`config.mk`:
```
export PLATFORM = sky130hd
export DESIGN_NAME = coherent_io_read_home_responder
export DESIGN_NICKNAME = d
export VERILOG_FILES = /design/src/cio_pkg.sv /design/src/cio_err_latch.sv /design/src/cio_out_msg.sv /design/src/coherent_io_read_home_responder.sv
export SDC_FILE = /design/constraint.sdc
export NUM_CORES = 1
export LEC_CHECK = 0
export BUFFER_PORTS_ARGS = -buffer_cell sky130_fd_sc_hd__buf_2
export CORE_MARGIN = 4
export CORE_UTILIZATION = 57
export CTS_BUF_LIST = sky130_fd_sc_hd__clkbuf_2 sky130_fd_sc_hd__clkbuf_4 sky130_fd_sc_hd__clkbuf_8
export CTS_CLUSTER_DIAMETER = 50
export DETAILED_ROUTE_END_ITERATION = 10
export PLACE_DENSITY = 0.79
export SKIP_LAST_GASP = 1
export SLEW_MARGIN = 20
export SYNTH_ARGS = -nofsm -noshare
export SYNTH_HDL_FRONTEND = slang
export SYNTH_SLANG_ARGS = --single-unit
```
`constraint.sdc`:
```
create_clock -name ref_clk_i -period 2.61 [get_ports ref_clk_i]
set_input_delay 0.261 -clock ref_clk_i [delete_from_list [all_inputs] [get_ports ref_clk_i]]
set_output_delay 0.261 -clock ref_clk_i [all_outputs]
set_load 0.01 [all_outputs]
```
`src/cio_pkg.sv`:
```
// Shared codes for the coherent I/O read responder
// What this block does
// RL1: The element never starts a coherent I/O read itself, only services incoming ones; with ORIGINATOR_EN set the code does start them (RL2).
// RL2: Originating coherent I/O reads is an option for multi-domain systems.
// RL3: Requests colliding with an outstanding transaction go to collision handling instead.
// RL4: Home dirty locally: fetch newest local copy, after push send DONE with data.
// RL5: Home clean or remote shared: DONE with memory data at once, directory untouched.
// RL6: Dirty at remote owner: forward fetch-from-owner carrying requester as secondary id.
// RL7: Fetch-from-owner received: query own caches repeatedly until a valid answer.
// RL8: Modified line: wait for the processor push before any reply.
// RL9: Modified: sender is secondary gives owner reply with data, else payload then owner reply.
// RL10: Invalid line: reply ownership absent to sender, free entry; other answers are errors.
// RL11: Owner reply at home: update memory, send third-party completion to requester.
// RL12: Absent or retry with line home: payload with memory data, then completion.
// RL13: Absent or retry, still remote dirty: reissue fetch-from-owner to responder, else error.
// RL14: Home fetch finds newest copy without changing any cache coherence state.
// RL15: Protocol errors set a sticky flag and record the offending identity.
package cio_pkg;

	// ------------------------------------------------------------
	// Field widths
	// ------------------------------------------------------------
	localparam int MSG_W = 3;
	localparam int DIR_W = 3;
	localparam int REQ_W = 2;
	localparam int CRSP_W = 2;
	localparam int ERR_W = 3;

	// ------------------------------------------------------------
	// Incoming request kinds
	// ------------------------------------------------------------
	localparam logic [REQ_W-1:0] REQ_FETCH_TO_HOME = 2'h0;
	localparam logic [REQ_W-1:0] REQ_FETCH_FROM_OWNER = 2'h1;

	// ------------------------------------------------------------
	// Directory states
	// ------------------------------------------------------------
	localparam logic [DIR_W-1:0] DIR_CLEAN_HOME = 3'h0;
	localparam logic [DIR_W-1:0] DIR_DIRTY_HOME = 3'h1;
	localparam logic [DIR_W-1:0] DIR_REMOTE_SHARED = 3'h2;
	localparam logic [DIR_W-1:0] DIR_DIRTY_REMOTE = 3'h3;

	// ------------------------------------------------------------
	// Local cache answers
	// ------------------------------------------------------------
	localparam logic [CRSP_W-1:0] CRSP_NOT_READY = 2'h0;
	localparam logic [CRSP_W-1:0] CRSP_MODIFIED = 2'h1;
	localparam logic [CRSP_W-1:0] CRSP_INVALID = 2'h2;
	localparam logic [CRSP_W-1:0] CRSP_SHARED = 2'h3;

	// ------------------------------------------------------------
	// Message kinds, both directions
	// ------------------------------------------------------------
	localparam logic [MSG_W-1:0] MSG_DONE = 3'h0;
	localparam logic [MSG_W-1:0] MSG_FETCH_FROM_OWNER = 3'h1;
	localparam logic [MSG_W-1:0] MSG_OWNER_SUPPLIED = 3'h2;
	localparam logic [MSG_W-1:0] MSG_PAYLOAD_ONLY = 3'h3;
	localparam logic [MSG_W-1:0] MSG_OWNERSHIP_ABSENT = 3'h4;
	localparam logic [MSG_W-1:0] MSG_COMPLETION_3P = 3'h5;
	localparam logic [MSG_W-1:0] MSG_FETCH_TO_HOME = 3'h6;
	localparam logic [MSG_W-1:0] MSG_RETRY = 3'h7;

	// ------------------------------------------------------------
	// Error causes
	// ------------------------------------------------------------
	localparam logic [ERR_W-1:0] ERR_NONE = 3'h0;
	localparam logic [ERR_W-1:0] ERR_DIR = 3'h1;
	localparam logic [ERR_W-1:0] ERR_CACHE = 3'h2;
	localparam logic [ERR_W-1:0] ERR_RSP = 3'h3;
	localparam logic [ERR_W-1:0] ERR_REQ = 3'h4;

endpackage

```
`src/cio_err_latch.sv`:
```
// Sticky protocol error flag with first-offender capture
`timescale 1ns/10ps
module cio_err_latch #(
	parameter int ID_W = 8
) (
	// Clock and reset
	input wire logic ref_clk_i,
	input wire logic rst_b_i,
	// Error event
	input wire logic set_i,
	input wire logic [ID_W-1:0] id_i,
	input wire logic [cio_pkg::ERR_W-1:0] cause_i,
	input wire logic clear_i,
	// Recorded state
	output logic flag_o,
	output logic [ID_W-1:0] id_o,
	output logic [cio_pkg::ERR_W-1:0] cause_o
);

	logic flag_next;
	logic [ID_W-1:0] id_next;
	logic [cio_pkg::ERR_W-1:0] cause_next;

	always_comb begin
		flag_next = flag_o;
		id_next = id_o;
		cause_next = cause_o;
		if (clear_i) begin
			flag_next = 1'b0;
		end
		// Set wins over clear; first error is kept
		if (set_i && (!flag_o || clear_i)) begin
			flag_next = 1'b1;
			id_next = id_i;
			cause_next = cause_i;
		end else if (set_i) begin
			flag_next = 1'b1;
		end
	end

	always_ff @(posedge ref_clk_i) begin
		if (!rst_b_i) begin
			flag_o <= 1'b0;
			id_o <= '0;
			cause_o <= cio_pkg::ERR_NONE;
		end else begin
			flag_o <= flag_next;
			id_o <= id_next;
			cause_o <= cause_next;
		end
	end

endmodule

```
`src/cio_out_msg.sv`:
```
// Outbound message holding register with valid/ready
`timescale 1ns/10ps
module cio_out_msg #(
	parameter int ID_W = 8
) (
	// Clock and reset
	input wire logic ref_clk_i,
	input wire logic rst_b_i,
	// Load side
	input wire logic load_i,
	input wire logic [cio_pkg::MSG_W-1:0] type_i,
	input wire logic [ID_W-1:0] dest_i,
	input wire logic [ID_W-1:0] sec_i,
	input wire logic data_i,
	// Fabric side
	input wire logic ready_i,
	output logic valid_o,
	output logic [cio_pkg::MSG_W-1:0] type_o,
	output logic [ID_W-1:0] dest_o,
	output logic [ID_W-1:0] sec_o,
	output logic data_o
);

	logic valid_next;
	logic [cio_pkg::MSG_W-1:0] type_next;
	logic [ID_W-1:0] dest_next;
	logic [ID_W-1:0] sec_next;
	logic data_next;

	always_comb begin
		valid_next = valid_o;
		type_next = type_o;
		dest_next = dest_o;
		sec_next = sec_o;
		data_next = data_o;
		if (load_i) begin
			valid_next = 1'b1;
			type_next = type_i;
			dest_next = dest_i;
			sec_next = sec_i;
			data_next = data_i;
		end else if (valid_o && ready_i) begin
			valid_next = 1'b0;
		end
	end

	always_ff @(posedge ref_clk_i) begin
		if (!rst_b_i) begin
			valid_o <= 1'b0;
			type_o <= cio_pkg::MSG_DONE;
			dest_o <= '0;
			sec_o <= '0;
			data_o <= 1'b0;
		end else begin
			valid_o <= valid_next;
			type_o <= type_next;
			dest_o <= dest_next;
			sec_o <= sec_next;
			data_o <= data_next;
		end
	end

endmodule

```
`src/coherent_io_read_home_responder.sv`:
```
// Coherent I/O read home and owner responder
`timescale 1ns/10ps
module coherent_io_read_home_responder #(
	parameter int ID_W = 8,
	parameter bit ORIGINATOR_EN = 1'b0
) (
	// Clock and reset
	input wire logic ref_clk_i,
	input wire logic rst_b_i,
	// Incoming requests
	input wire logic req_valid_i,
	input wire logic [cio_pkg::REQ_W-1:0] req_type_i,
	input wire logic [ID_W-1:0] req_src_i,
	input wire logic [ID_W-1:0] req_sec_i,
	input wire logic req_collide_i,
	output logic req_ready_o,
	output logic collide_o,
	// Directory view of the addressed line
	input wire logic [cio_pkg::DIR_W-1:0] dir_state_i,
	input wire logic [ID_W-1:0] owner_node_id_i,
	// Incoming responses
	input wire logic rsp_valid_i,
	input wire logic [cio_pkg::MSG_W-1:0] rsp_type_i,
	input wire logic [ID_W-1:0] rsp_src_i,
	// Local caches and processor push
	output logic cache_req_o,
	input wire logic cache_rsp_valid_i,
	input wire logic [cio_pkg::CRSP_W-1:0] cache_rsp_i,
	input wire logic push_done_i,
	// Memory update
	output logic mem_write_o,
	// Outbound messages
	output logic out_valid_o,
	input wire logic out_ready_i,
	output logic [cio_pkg::MSG_W-1:0] out_type_o,
	output logic [ID_W-1:0] out_dest_o,
	output logic [ID_W-1:0] out_sec_o,
	output logic out_data_o,
	// Optional local originator
	input wire logic orig_req_i,
	input wire logic [ID_W-1:0] orig_home_i,
	output logic orig_done_o,
	// Error reporting
	input wire logic err_clear_i,
	output logic err_o,
	output logic [ID_W-1:0] err_id_o,
	output logic [cio_pkg::ERR_W-1:0] err_cause_o
);

	// ------------------------------------------------------------
	// Entry state
	// ------------------------------------------------------------
	typedef enum logic [2:0] {
		S_IDLE,
		S_HOME_PUSH,
		S_OWNER_WAIT,
		S_OWN_FETCH,
		S_OWN_PUSH,
		S_EMIT,
		S_ORIG_WAIT
	} state_t;

	state_t state_reg, state_next, after_reg, after_next;
	logic [ID_W-1:0] src_reg, src_next, sec_reg, sec_next;
	logic [cio_pkg::MSG_W-1:0] pend_type_reg, pend_type_next, p2_type_reg, p2_type_next;
	logic [ID_W-1:0] pend_dest_reg, pend_dest_next, p2_dest_reg, p2_dest_next;
	logic [ID_W-1:0] pend_sec_reg, pend_sec_next;
	logic pend_data_reg, pend_data_next, p2_data_reg, p2_data_next;
	logic p2_valid_reg, p2_valid_next;
	logic req_ready_reg, req_ready_next;
	logic cache_req_reg, cache_req_next;
	logic mem_write_reg, mem_write_next;
	logic collide_reg, collide_next;
	logic orig_done_reg, orig_done_next;
	logic load;
	logic err_set;
	logic [ID_W-1:0] err_id;
	logic [cio_pkg::ERR_W-1:0] err_cause;
	logic accept;

	assign accept = req_valid_i && req_ready_reg;

	// ------------------------------------------------------------
	// Next-state logic
	// ------------------------------------------------------------
	always_comb begin
		state_next = state_reg;
		after_next = after_reg;
		src_next = src_reg;
		sec_next = sec_reg;
		pend_type_next = pend_type_reg;
		pend_dest_next = pend_dest_reg;
		pend_sec_next = pend_sec_reg;
		pend_data_next = pend_data_reg;
		p2_type_next = p2_type_reg;
		p2_dest_next = p2_dest_reg;
		p2_data_next = p2_data_reg;
		p2_valid_next = p2_valid_reg;
		cache_req_next = 1'b0;
		mem_write_next = 1'b0;
		collide_next = 1'b0;
		orig_done_next = 1'b0;
		load = 1'b0;
		err_set = 1'b0;
		err_id = src_reg;
		err_cause = cio_pkg::ERR_NONE;
		case (state_reg)
			S_IDLE: begin
				if (accept) begin
					src_next = req_src_i;
					sec_next = req_sec_i;
					err_id = req_src_i;
					if (req_collide_i) begin
						collide_next = 1'b1; // [RL3]
					end else if (req_type_i == cio_pkg::REQ_FETCH_TO_HOME) begin
						sec_next = req_src_i;
						case (dir_state_i)
							cio_pkg::DIR_DIRTY_HOME: begin
								// Read-latest leaves cache states as they are [RL14]
								cache_req_next = 1'b1; // [RL4]
								state_next = S_HOME_PUSH;
							end
							cio_pkg::DIR_CLEAN_HOME, cio_pkg::DIR_REMOTE_SHARED: begin
								pend_type_next = cio_pkg::MSG_DONE; // [RL5]
								pend_dest_next = req_src_i;
								pend_sec_next = '0;
								pend_data_next = 1'b1;
								after_next = S_IDLE;
								state_next = S_EMIT;
							end
							cio_pkg::DIR_DIRTY_REMOTE: begin
								pend_type_next = cio_pkg::MSG_FETCH_FROM_OWNER; // [RL6]
								pend_dest_next = owner_node_id_i;
								pend_sec_next = req_src_i;
								pend_data_next = 1'b0;
								after_next = S_OWNER_WAIT;
								state_next = S_EMIT;
							end
							default: begin
								err_set = 1'b1; // [RL15]
								err_cause = cio_pkg::ERR_DIR;
							end
						endcase
					end else if (req_type_i == cio_pkg::REQ_FETCH_FROM_OWNER) begin
						cache_req_next = 1'b1; // [RL7]
						state_next = S_OWN_FETCH;
					end else begin
						err_set = 1'b1; // [RL15]
						err_cause = cio_pkg::ERR_REQ;
					end
				end else if (ORIGINATOR_EN && orig_req_i && req_ready_reg) begin
					pend_type_next = cio_pkg::MSG_FETCH_TO_HOME; // [RL1] [RL2]
					pend_dest_next = orig_home_i;
					pend_sec_next = '0;
					pend_data_next = 1'b0;
					src_next = orig_home_i;
					after_next = S_ORIG_WAIT;
					state_next = S_EMIT;
				end
			end
			S_HOME_PUSH: begin
				if (push_done_i) begin
					pend_type_next = cio_pkg::MSG_DONE; // [RL4]
					pend_dest_next = src_reg;
					pend_sec_next = '0;
					pend_data_next = 1'b1;
					after_next = S_IDLE;
					state_next = S_EMIT;
				end
			end
			S_OWN_FETCH: begin
				if (cache_rsp_valid_i) begin
					case (cache_rsp_i)
						cio_pkg::CRSP_NOT_READY: cache_req_next = 1'b1; // [RL7]
						cio_pkg::CRSP_MODIFIED: state_next = S_OWN_PUSH; // [RL8]
						cio_pkg::CRSP_INVALID: begin
							pend_type_next = cio_pkg::MSG_OWNERSHIP_ABSENT; // [RL10]
							pend_dest_next = src_reg;
							pend_sec_next = '0;
							pend_data_next = 1'b0;
							after_next = S_IDLE;
							state_next = S_EMIT;
						end
						default: begin
							err_set = 1'b1; // [RL10] [RL15]
							err_cause = cio_pkg::ERR_CACHE;
							state_next = S_IDLE;
						end
					endcase
				end
			end
			S_OWN_PUSH: begin
				if (push_done_i) begin // [RL8]
					pend_sec_next = '0;
					pend_data_next = 1'b1;
					after_next = S_IDLE;
					state_next = S_EMIT;
					if (src_reg == sec_reg) begin
						pend_type_next = cio_pkg::MSG_OWNER_SUPPLIED; // [RL9]
						pend_dest_next = src_reg;
					end else begin
						pend_type_next = cio_pkg::MSG_PAYLOAD_ONLY; // [RL9]
						pend_dest_next = sec_reg;
						p2_type_next = cio_pkg::MSG_OWNER_SUPPLIED;
						p2_dest_next = src_reg;
						p2_data_next = 1'b0;
						p2_valid_next = 1'b1;
					end
				end
			end
			S_OWNER_WAIT: begin
				if (rsp_valid_i) begin
					err_id = rsp_src_i;
					pend_sec_next = '0;
					if (rsp_type_i == cio_pkg::MSG_OWNER_SUPPLIED) begin
						mem_write_next = 1'b1; // [RL11]
						pend_type_next = cio_pkg::MSG_COMPLETION_3P;
						pend_dest_next = sec_reg;
						pend_data_next = 1'b0;
						after_next = S_IDLE;
						state_next = S_EMIT;
					end else if (rsp_type_i == cio_pkg::MSG_OWNERSHIP_ABSENT ||
						rsp_type_i == cio_pkg::MSG_RETRY) begin
						case (dir_state_i)
							cio_pkg::DIR_DIRTY_HOME, cio_pkg::DIR_CLEAN_HOME: begin
								pend_type_next = cio_pkg::MSG_PAYLOAD_ONLY; // [RL12]
								pend_dest_next = sec_reg;
								pend_data_next = 1'b1;
								p2_type_next = cio_pkg::MSG_COMPLETION_3P;
								p2_dest_next = sec_reg;
								p2_data_next = 1'b0;
								p2_valid_next = 1'b1;
								after_next = S_IDLE;
								state_next = S_EMIT;
							end
							cio_pkg::DIR_DIRTY_REMOTE: begin
								pend_type_next = cio_pkg::MSG_FETCH_FROM_OWNER; // [RL13]
								pend_dest_next = rsp_src_i;
								pend_sec_next = sec_reg;
								pend_data_next = 1'b0;
								after_next = S_OWNER_WAIT;
								state_next = S_EMIT;
							end
							default: begin
								err_set = 1'b1; // [RL13] [RL15]
								err_cause = cio_pkg::ERR_DIR;
								state_next = S_IDLE;
							end
						endcase
					end else begin
						err_set = 1'b1; // [RL13] [RL15]
						err_cause = cio_pkg::ERR_RSP;
						state_next = S_IDLE;
					end
				end
			end
			S_ORIG_WAIT: begin
				if (rsp_valid_i) begin
					err_id = rsp_src_i;
					if (rsp_type_i == cio_pkg::MSG_DONE) begin
						orig_done_next = 1'b1; // [RL2]
						state_next = S_IDLE;
					end else if (rsp_type_i == cio_pkg::MSG_RETRY) begin
						pend_dest_next = rsp_src_i; // [RL2]
						after_next = S_ORIG_WAIT;
						state_next = S_EMIT;
					end else begin
						err_set = 1'b1; // [RL15]
						err_cause = cio_pkg::ERR_RSP;
						state_next = S_IDLE;
					end
				end
			end
			S_EMIT: begin
				if (!out_valid_o) begin
					load = 1'b1;
					if (p2_valid_reg) begin
						pend_type_next = p2_type_reg;
						pend_dest_next = p2_dest_reg;
						pend_data_next = p2_data_reg;
						pend_sec_next = '0;
						p2_valid_next = 1'b0;
					end else begin
						state_next = after_reg;
					end
				end
			end
			default: state_next = S_IDLE;
		endcase
		// Stray response while none is awaited
		if (rsp_valid_i && state_reg != S_OWNER_WAIT && state_reg != S_ORIG_WAIT) begin
			err_set = 1'b1; // [RL15]
			err_cause = cio_pkg::ERR_RSP;
			err_id = rsp_src_i;
		end
		req_ready_next = (state_next == S_IDLE) && !load && !(out_valid_o && !out_ready_i);
	end

	always_ff @(posedge ref_clk_i) begin
		if (!rst_b_i) begin
			state_reg <= S_IDLE;
			after_reg <= S_IDLE;
			src_reg <= '0;
			sec_reg <= '0;
			pend_type_reg <= cio_pkg::MSG_DONE;
			pend_dest_reg <= '0;
			pend_sec_reg <= '0;
			pend_data_reg <= 1'b0;
			p2_type_reg <= cio_pkg::MSG_DONE;
			p2_dest_reg <= '0;
			p2_data_reg <= 1'b0;
			p2_valid_reg <= 1'b0;
			req_ready_reg <= 1'b0;
			cache_req_reg <= 1'b0;
			mem_write_reg <= 1'b0;
			collide_reg <= 1'b0;
			orig_done_reg <= 1'b0;
		end else begin
			state_reg <= state_next;
			after_reg <= after_next;
			src_reg <= src_next;
			sec_reg <= sec_next;
			pend_type_reg <= pend_type_next;
			pend_dest_reg <= pend_dest_next;
			pend_sec_reg <= pend_sec_next;
			pend_data_reg <= pend_data_next;
			p2_type_reg <= p2_type_next;
			p2_dest_reg <= p2_dest_next;
			p2_data_reg <= p2_data_next;
			p2_valid_reg <= p2_valid_next;
			req_ready_reg <= req_ready_next;
			cache_req_reg <= cache_req_next;
			mem_write_reg <= mem_write_next;
			collide_reg <= collide_next;
			orig_done_reg <= orig_done_next;
		end
	end

	assign req_ready_o = req_ready_reg;
	assign cache_req_o = cache_req_reg;
	assign mem_write_o = mem_write_reg;
	assign collide_o = collide_reg;
	assign orig_done_o = orig_done_reg;

	// ------------------------------------------------------------
	// Outbound message slot and error record
	// ------------------------------------------------------------
	cio_out_msg #(.ID_W(ID_W)) u_out (
		.ref_clk_i(ref_clk_i),
		.rst_b_i(rst_b_i),
		.load_i(load),
		.type_i(pend_type_reg),
		.dest_i(pend_dest_reg),
		.sec_i(pend_sec_reg),
		.data_i(pend_data_reg),
		.ready_i(out_ready_i),
		.valid_o(out_valid_o),
		.type_o(out_type_o),
		.dest_o(out_dest_o),
		.sec_o(out_sec_o),
		.data_o(out_data_o)
	);

	cio_err_latch #(.ID_W(ID_W)) u_err (
		.ref_clk_i(ref_clk_i),
		.rst_b_i(rst_b_i),
		.set_i(err_set),
		.id_i(err_id),
		.cause_i(err_cause),
		.clear_i(err_clear_i),
		.flag_o(err_o),
		.id_o(err_id_o),
		.cause_o(err_cause_o)
	);
endmodule
```
[Word level (Yosys, flattened, before mapping)]
Index checks and enable logic that the tools add are counted.
Storage, ports and cells
  register bits: 93
  input bits: 60
  output and inout bits: 38
  logic and storage cells: 291
Operators by class
  equality and inequality tests: 39
  muxes and demuxes: 180
  reductions and logical operators: 47
Operator list (number)
  $mux W8: 39
  $mux W3: 52
  $pmux W8 S2: 5
  $mux W1: 59
  $pmux W8 S7: 1
  $pmux W8 S5: 1
  $pmux W3 S2: 6
  $pmux W3 S6: 2
  $ne A2 B2 Y1 const B: 16
  $reduce_and A14 Y1: 2
  $reduce_and A17 Y1: 1
  $eq A3 B2 Y1 const B: 5
  $eq A3 B3 Y1 const B: 5
  $pmux W3 S5: 1
  $reduce_and A13 Y1: 1
  $logic_not A3 Y1: 4
  $pmux W3 S4: 1
  $reduce_and A11 Y1: 1
  $mux W2: 5
  $reduce_bool A5 Y1: 2
  $pmux W3 S3: 1
  $reduce_and A3 Y1: 3
  $reduce_or A3 Y1: 3
  $eq A8 B8 Y1: 1
  24 further kinds: 49

[Logic depth before layout (Yosys ltp)]
  depth after elaboration: 10
  gate-level depth with buffers: 10
  mapped depth without buffers: 7

[Hierarchy]
A second synthesis with hierarchy kept.
Second synthesis, totals
  cell total of the unflattened synthesis: 612
  area, all modules: 5196.2 um2
Modules (own cells, without submodules)
  coherent_io_read_home_responder: instances 1, cells an instance 493, area each 3880.0 um2, seq. area each 1141.1 um2
  cio_out_msg: instances 1, cells an instance 68, area each 818.3 um2, seq. area each 420.4 um2
  cio_err_latch: instances 1, cells an instance 51, area each 498.0 um2, seq. area each 240.2 um2

[Least setup slack after synthesis]
Ideal clock, no wire load.
  kind: register to register
  start point: register state_reg[1]
  end point: register pend_dest_reg[6]
  setup time: 88 ps
  arrival time: 1924 ps
  required time: 2522 ps
  slack: 598 ps
  cell stages (with the launch flop): 11
  path buffers: 4
  clock period less this slack: 2012 ps
  cells stage by stage: dfxtp_1 buf_4 nor3b_4 nand2_2 a31o_1 buf_6 and3_4 buf_6 and2_4 buf_6 a311oi_2
On the way
  word-level cells in the longest chain between the ends: 3
  elaborated cells on any way between the ends: 26
  classes of those cells: eq/ne (22); mux (1); reduce/logical (3)
Ends and longest elaborated chain
  start, declared: line coherent_io_read_home_responder.sv:63  | state_t state_reg, state_next, after_reg, after_next;
  start signal, assigned: line coherent_io_read_home_responder.sv:319  | state_reg <= state_next;
  $eq A3 B2 Y1 (tied with other cells): line coherent_io_read_home_responder.sv:107  | case (state_reg)
  $ne A4 B2 Y1 (no line) (tied with other cells)
  $reduce_and A17 Y1 (no line)
  end signal, assigned: line coherent_io_read_home_responder.sv:324  | pend_dest_reg <= pend_dest_next;
  end, declared: line coherent_io_read_home_responder.sv:66  | logic [ID_W-1:0] pend_dest_reg, pend_dest_next, p2_dest_reg, p2_dest_next;
Parallel ways exist; a longest one is shown, timed or not.
A chain may end at the register's enable or synchronous reset.

[Final worst setup path]
Same ends and word-level chain as after synthesis.

==> results.txt <==
----------------------------------------------------
[Outcome]
  Run status ... finished clean

[Synthesis]
  Dominant cell type by area after synthesis ... dfxtp_1
  Seq/Total Area, Yosys ... 36.8%
  Yosys warnings ... 0
  Post-synthesis cell count ... between 500 and 600
  Synth Register Bits ... 90
  Mapped Area ... roughly 0.0049 mm^2
  Number of enable-type register cells in the synthesized netlist ... 0
  Cells taking the most area after synthesis ... dfxtp_1 (37%), nand2_1 (7.6%), a21oi_1 (5.6%)
  Top-count cell post-synth ... nand2_1
  Synth async-reset ratio ... 0%
  Top cell type's share of synthesized area ... 36.8%
  Net Count, Synth ... around 670
  Synthesized area per cell ... between 8 and 9 um^2
  Netlist cell types ... 68
  Top post-synthesis cells by count ... nand2_1 (99), dfxtp_1 (90), nor2_1 (59)
  Most instantiated flip-flop cell in the synthesis netlist ... dfxtp_1

[Worst setup path]
  Worst r2r dst ... pend_dest_reg[6]
  Setup slack, reg-to-reg ... between 0.1 and 0.15 ns
  R2r startpoint ... state_reg[1]
  Worst Reg2Reg Path Length in Cells ... 6
  Critical path required time ... between 2 and 3 ns
  Data arrival time of the worst path ... 2.76 ns
  Crit path largest cell delay ... between 0.8 and 0.9 ns
  Slowest CP cell ... nor2b_1
  Category of the critical setup timing path ... flop to flop
  First element of the critical path ... state_reg[1]
  Worst path cell trace ... nor2b_1 -> nand2_1 -> nor2_1 -> nor3_2 -> and2_4 -> a311oi_2
  Type of element launching the critical path ... flop
  Category of the worst setup path capture point ... flop
  Largest fanout on the critical path ... 12

[STA]
  Final Hold Violating Endpoints ... 0
  Share of the cycle needed by the critical path after routing ... between 90 and 100%
  Slew at the pin closest to its max-slew limit ... ~1.0 ns
  Worst hold margin ... about 0.17 ns
  Max-slew headroom ... a little under a third
  Total of endpoints with negative setup slack in the final report ... 0
  Max Fclk ... approximately 0.40 GHz
  Layout Skew ... approximately 0.0098 ns
  Setup_tns ... 0 ns
  Max-slew violation count ... 0
  Final period demand of the worst path ... 2.48 ns
  Unrepaired setup endpoints after global routing ... false

[Worst hold path]
  Number of instances on the worst hold path ... 3
  Min-Delay Startpoint ... req_src_i[3]
  Worst min-delay path category ... input pin to flop
  Worst Hold Path EP ... src_reg[3]

[Layout]
  Share of layout cells above drive strength 1 ... between 20% and 30%
  Sequential cell area ... between 0.0015 and 0.002 mm^2
  Total area of multi-input combinational cells ... between 0.002 and 0.003 mm^2
  Post-layout instance count excluding filler cells ... between 700 and 800
  Layout overhead on the synthesized area ... 15.8%
  Count of antenna diodes in the layout ... 0
  Final #Nets ... about 750
  Fill cells ... ~730

[Detailed routing]
  DR iter-0 viols ... approximately 350
  Post-route antenna net violation count ... 0
  Post-route DRC violation count ... 0
  Number of iterations in the first detailed-routing pass ... 5
  Per-cell via count in the routed design ... approximately 6.3
  Vias after detailed routing ... approximately 5000
  Drt wl/cell ... roughly 19 um
  Post-Route WL ... 14.7 mm

[Global routing]
  Overflow left after global routing ... 0
  First-pass GRT wire length ... ~24 mm
  Initial antenna violation count ... 0
  Global router's overall resource usage ... 29.5%
  Largest net degree at the start of global routing ... 35
  Vias in the first global route ... between 4000 and 5000

[Clock network]
  Clock buffers created by TritonCTS ... 9
  Skew-Pair Late Insertion Delay ... 0.37 ns
  Clk buf depth ... 2
  Clock tree sinks ... 90
  Total number of H-tree levels ... 3
  Clock tree from TritonCTS ... done
  Setup Fix Bufs, Post-CTS ... 0
  CTS clock-pin slew for the worst setup and hold paths ... roughly 0.10 ns
  Post_cts resized ... 0
  CTS Root Cell ... clkbuf_8
  CTS hold repair buffers ... 0

[Die]
  Site row count ... 33
  Number of I/O pins ... 98
  Area of the die ... ~0.01 mm^2
  Height of the chip ... roughly 100 um
  Initial core utilization ... around three fifths
  Area of the placeable core ... between 0.008 and 0.009 mm^2
  Horizontal die dimension ... 101 um

[Pwr]
  Clock network fraction of total power ... between 30% and 40%
  Switching fraction of total power ... 32.4%
  Peak supply drop ... 346 uV
  Sequential fraction of design power ... about half
  Net switching power ... slightly below 1 mW
  Internal Pwr Total ... a little over 2 mW
  Leakage ... ~2.2 nW
  Gate power share ... a little under a fifth
  Areal power density over the cells ... between 500 and 600 mW/mm^2

[Job]
  MaxCap Viol Count ... 0

[Placed design]
  Placer's final routability congestion estimate ... about 0.9
  Port Buffer Count ... between 80 and 90
  Dpl hpwl ... ~11 mm
  Placed instance count ... between 700 and 800

----------------------------------------------------
==> cells in the final DEF, fill, tap and decap left out, types with 3 or more instances in the layout <==
cell and instances:
nand2_1 99, dfxtp_1 90, buf_2 88, nor2_1 59, a21oi_1 55, a211oi_1 33, buf_4 29, mux2i_1 23
a22oi_1 16, o21ai_0 11, nor3_1 11, clkbuf_8 10, xnor2_1 9, a221oi_1 9, a222oi_1 9, a311oi_1 9
inv_1 8, nor2b_1 8, nand2b_1 6, a22o_1 6, a2bb2oi_1 6, ha_1 6, nand4_1 5, nand3_1 5
a31oi_1 5, and3_1 4, nor3_2 4, o22ai_1 4, or3_1 3, and2_1 3, inv_6 3
==> power groups by stage <==
stage	combinational (mW)	clock, mW	sequential [mW]
floorplan	0.373	0	1.52
global placement	0.564	0	1.53
detailed placement	0.574	0	1.53
CTS	0.577	0.965	1.50
global route	0.636	1.01	1.51
finish	0.585	0.958	1.50
==> worst max-delay path: cells and delay by family, from the launching register on <==
family,cells,cell delay (ns)
flops,1,0.49
simple gates,5,1.64
compound gates,1,0.25
==> through the flow <==
stage          total power [mW]  cell area [um^2]  utilization (%)  setup WS (ns)
2_1_floorplan              1.89              4890                -          0.598
3_3_place_gp               2.10              5470             65.9          0.218
3_5_place_dp               2.11              5470             65.9          0.246
4_1_cts                    3.04              5670             68.3          0.206
5_1_grt                    3.16              5670             68.3         0.0617
6_report                   3.05              5670             68.3          0.128
==> routing by layer <==
metal | vias to the layer above | routed length, um | track usage, %
met5 | - | 0 | 0
met1 | 2314 | 5940 | 37.7
met3 | 50 | 1240 | 4.43
li1 | 2378 | - | -
met2 | 241 | 7040 | 48.5
met4 | 0 | 509 | 14.1
==> cell families after synthesis <==
| group | after synthesis | synth area share, % |
|---|---|---|
| simple gates | 225 | 21.8 |
| compound gates | 188 | 27.9 |
| flops | 90 | 36.8 |
| buf+inv | 56 | 5.19 |
| mux | 25 | 5.17 |
| xor+xnor | 9 | 1.61 |
| fa+ha+maj | 6 | 1.53 |
==> final cells by class <==
class	count	share of cell area, %
Clock buffer	10	2.43
Timing Repair Buffer	117	11.6
Sequential cell	90	31.8
Multi-Input combinational cell	453	50.2
Inverter	10	0.663
Clock inverter	6	1.02
Tap cell	105	2.32
==> how the worst max path moves through the flow <==
stage / endpoint / slack, ns / cells after the start
4_1_cts: p2_dest_reg[7] / 0.21 / 6
3_3_place_gp: pend_dest_reg[5] / 0.22 / 7
5_1_grt: pend_dest_reg[6] / 0.06 / 6
6_report: pend_dest_reg[6] / 0.13 / 6
3_5_place_dp: pend_dest_reg[5] / 0.25 / 7
2_1_floorplan: pend_dest_reg[6] / 0.60 / 10
Power figures use the tool's default switching activity.
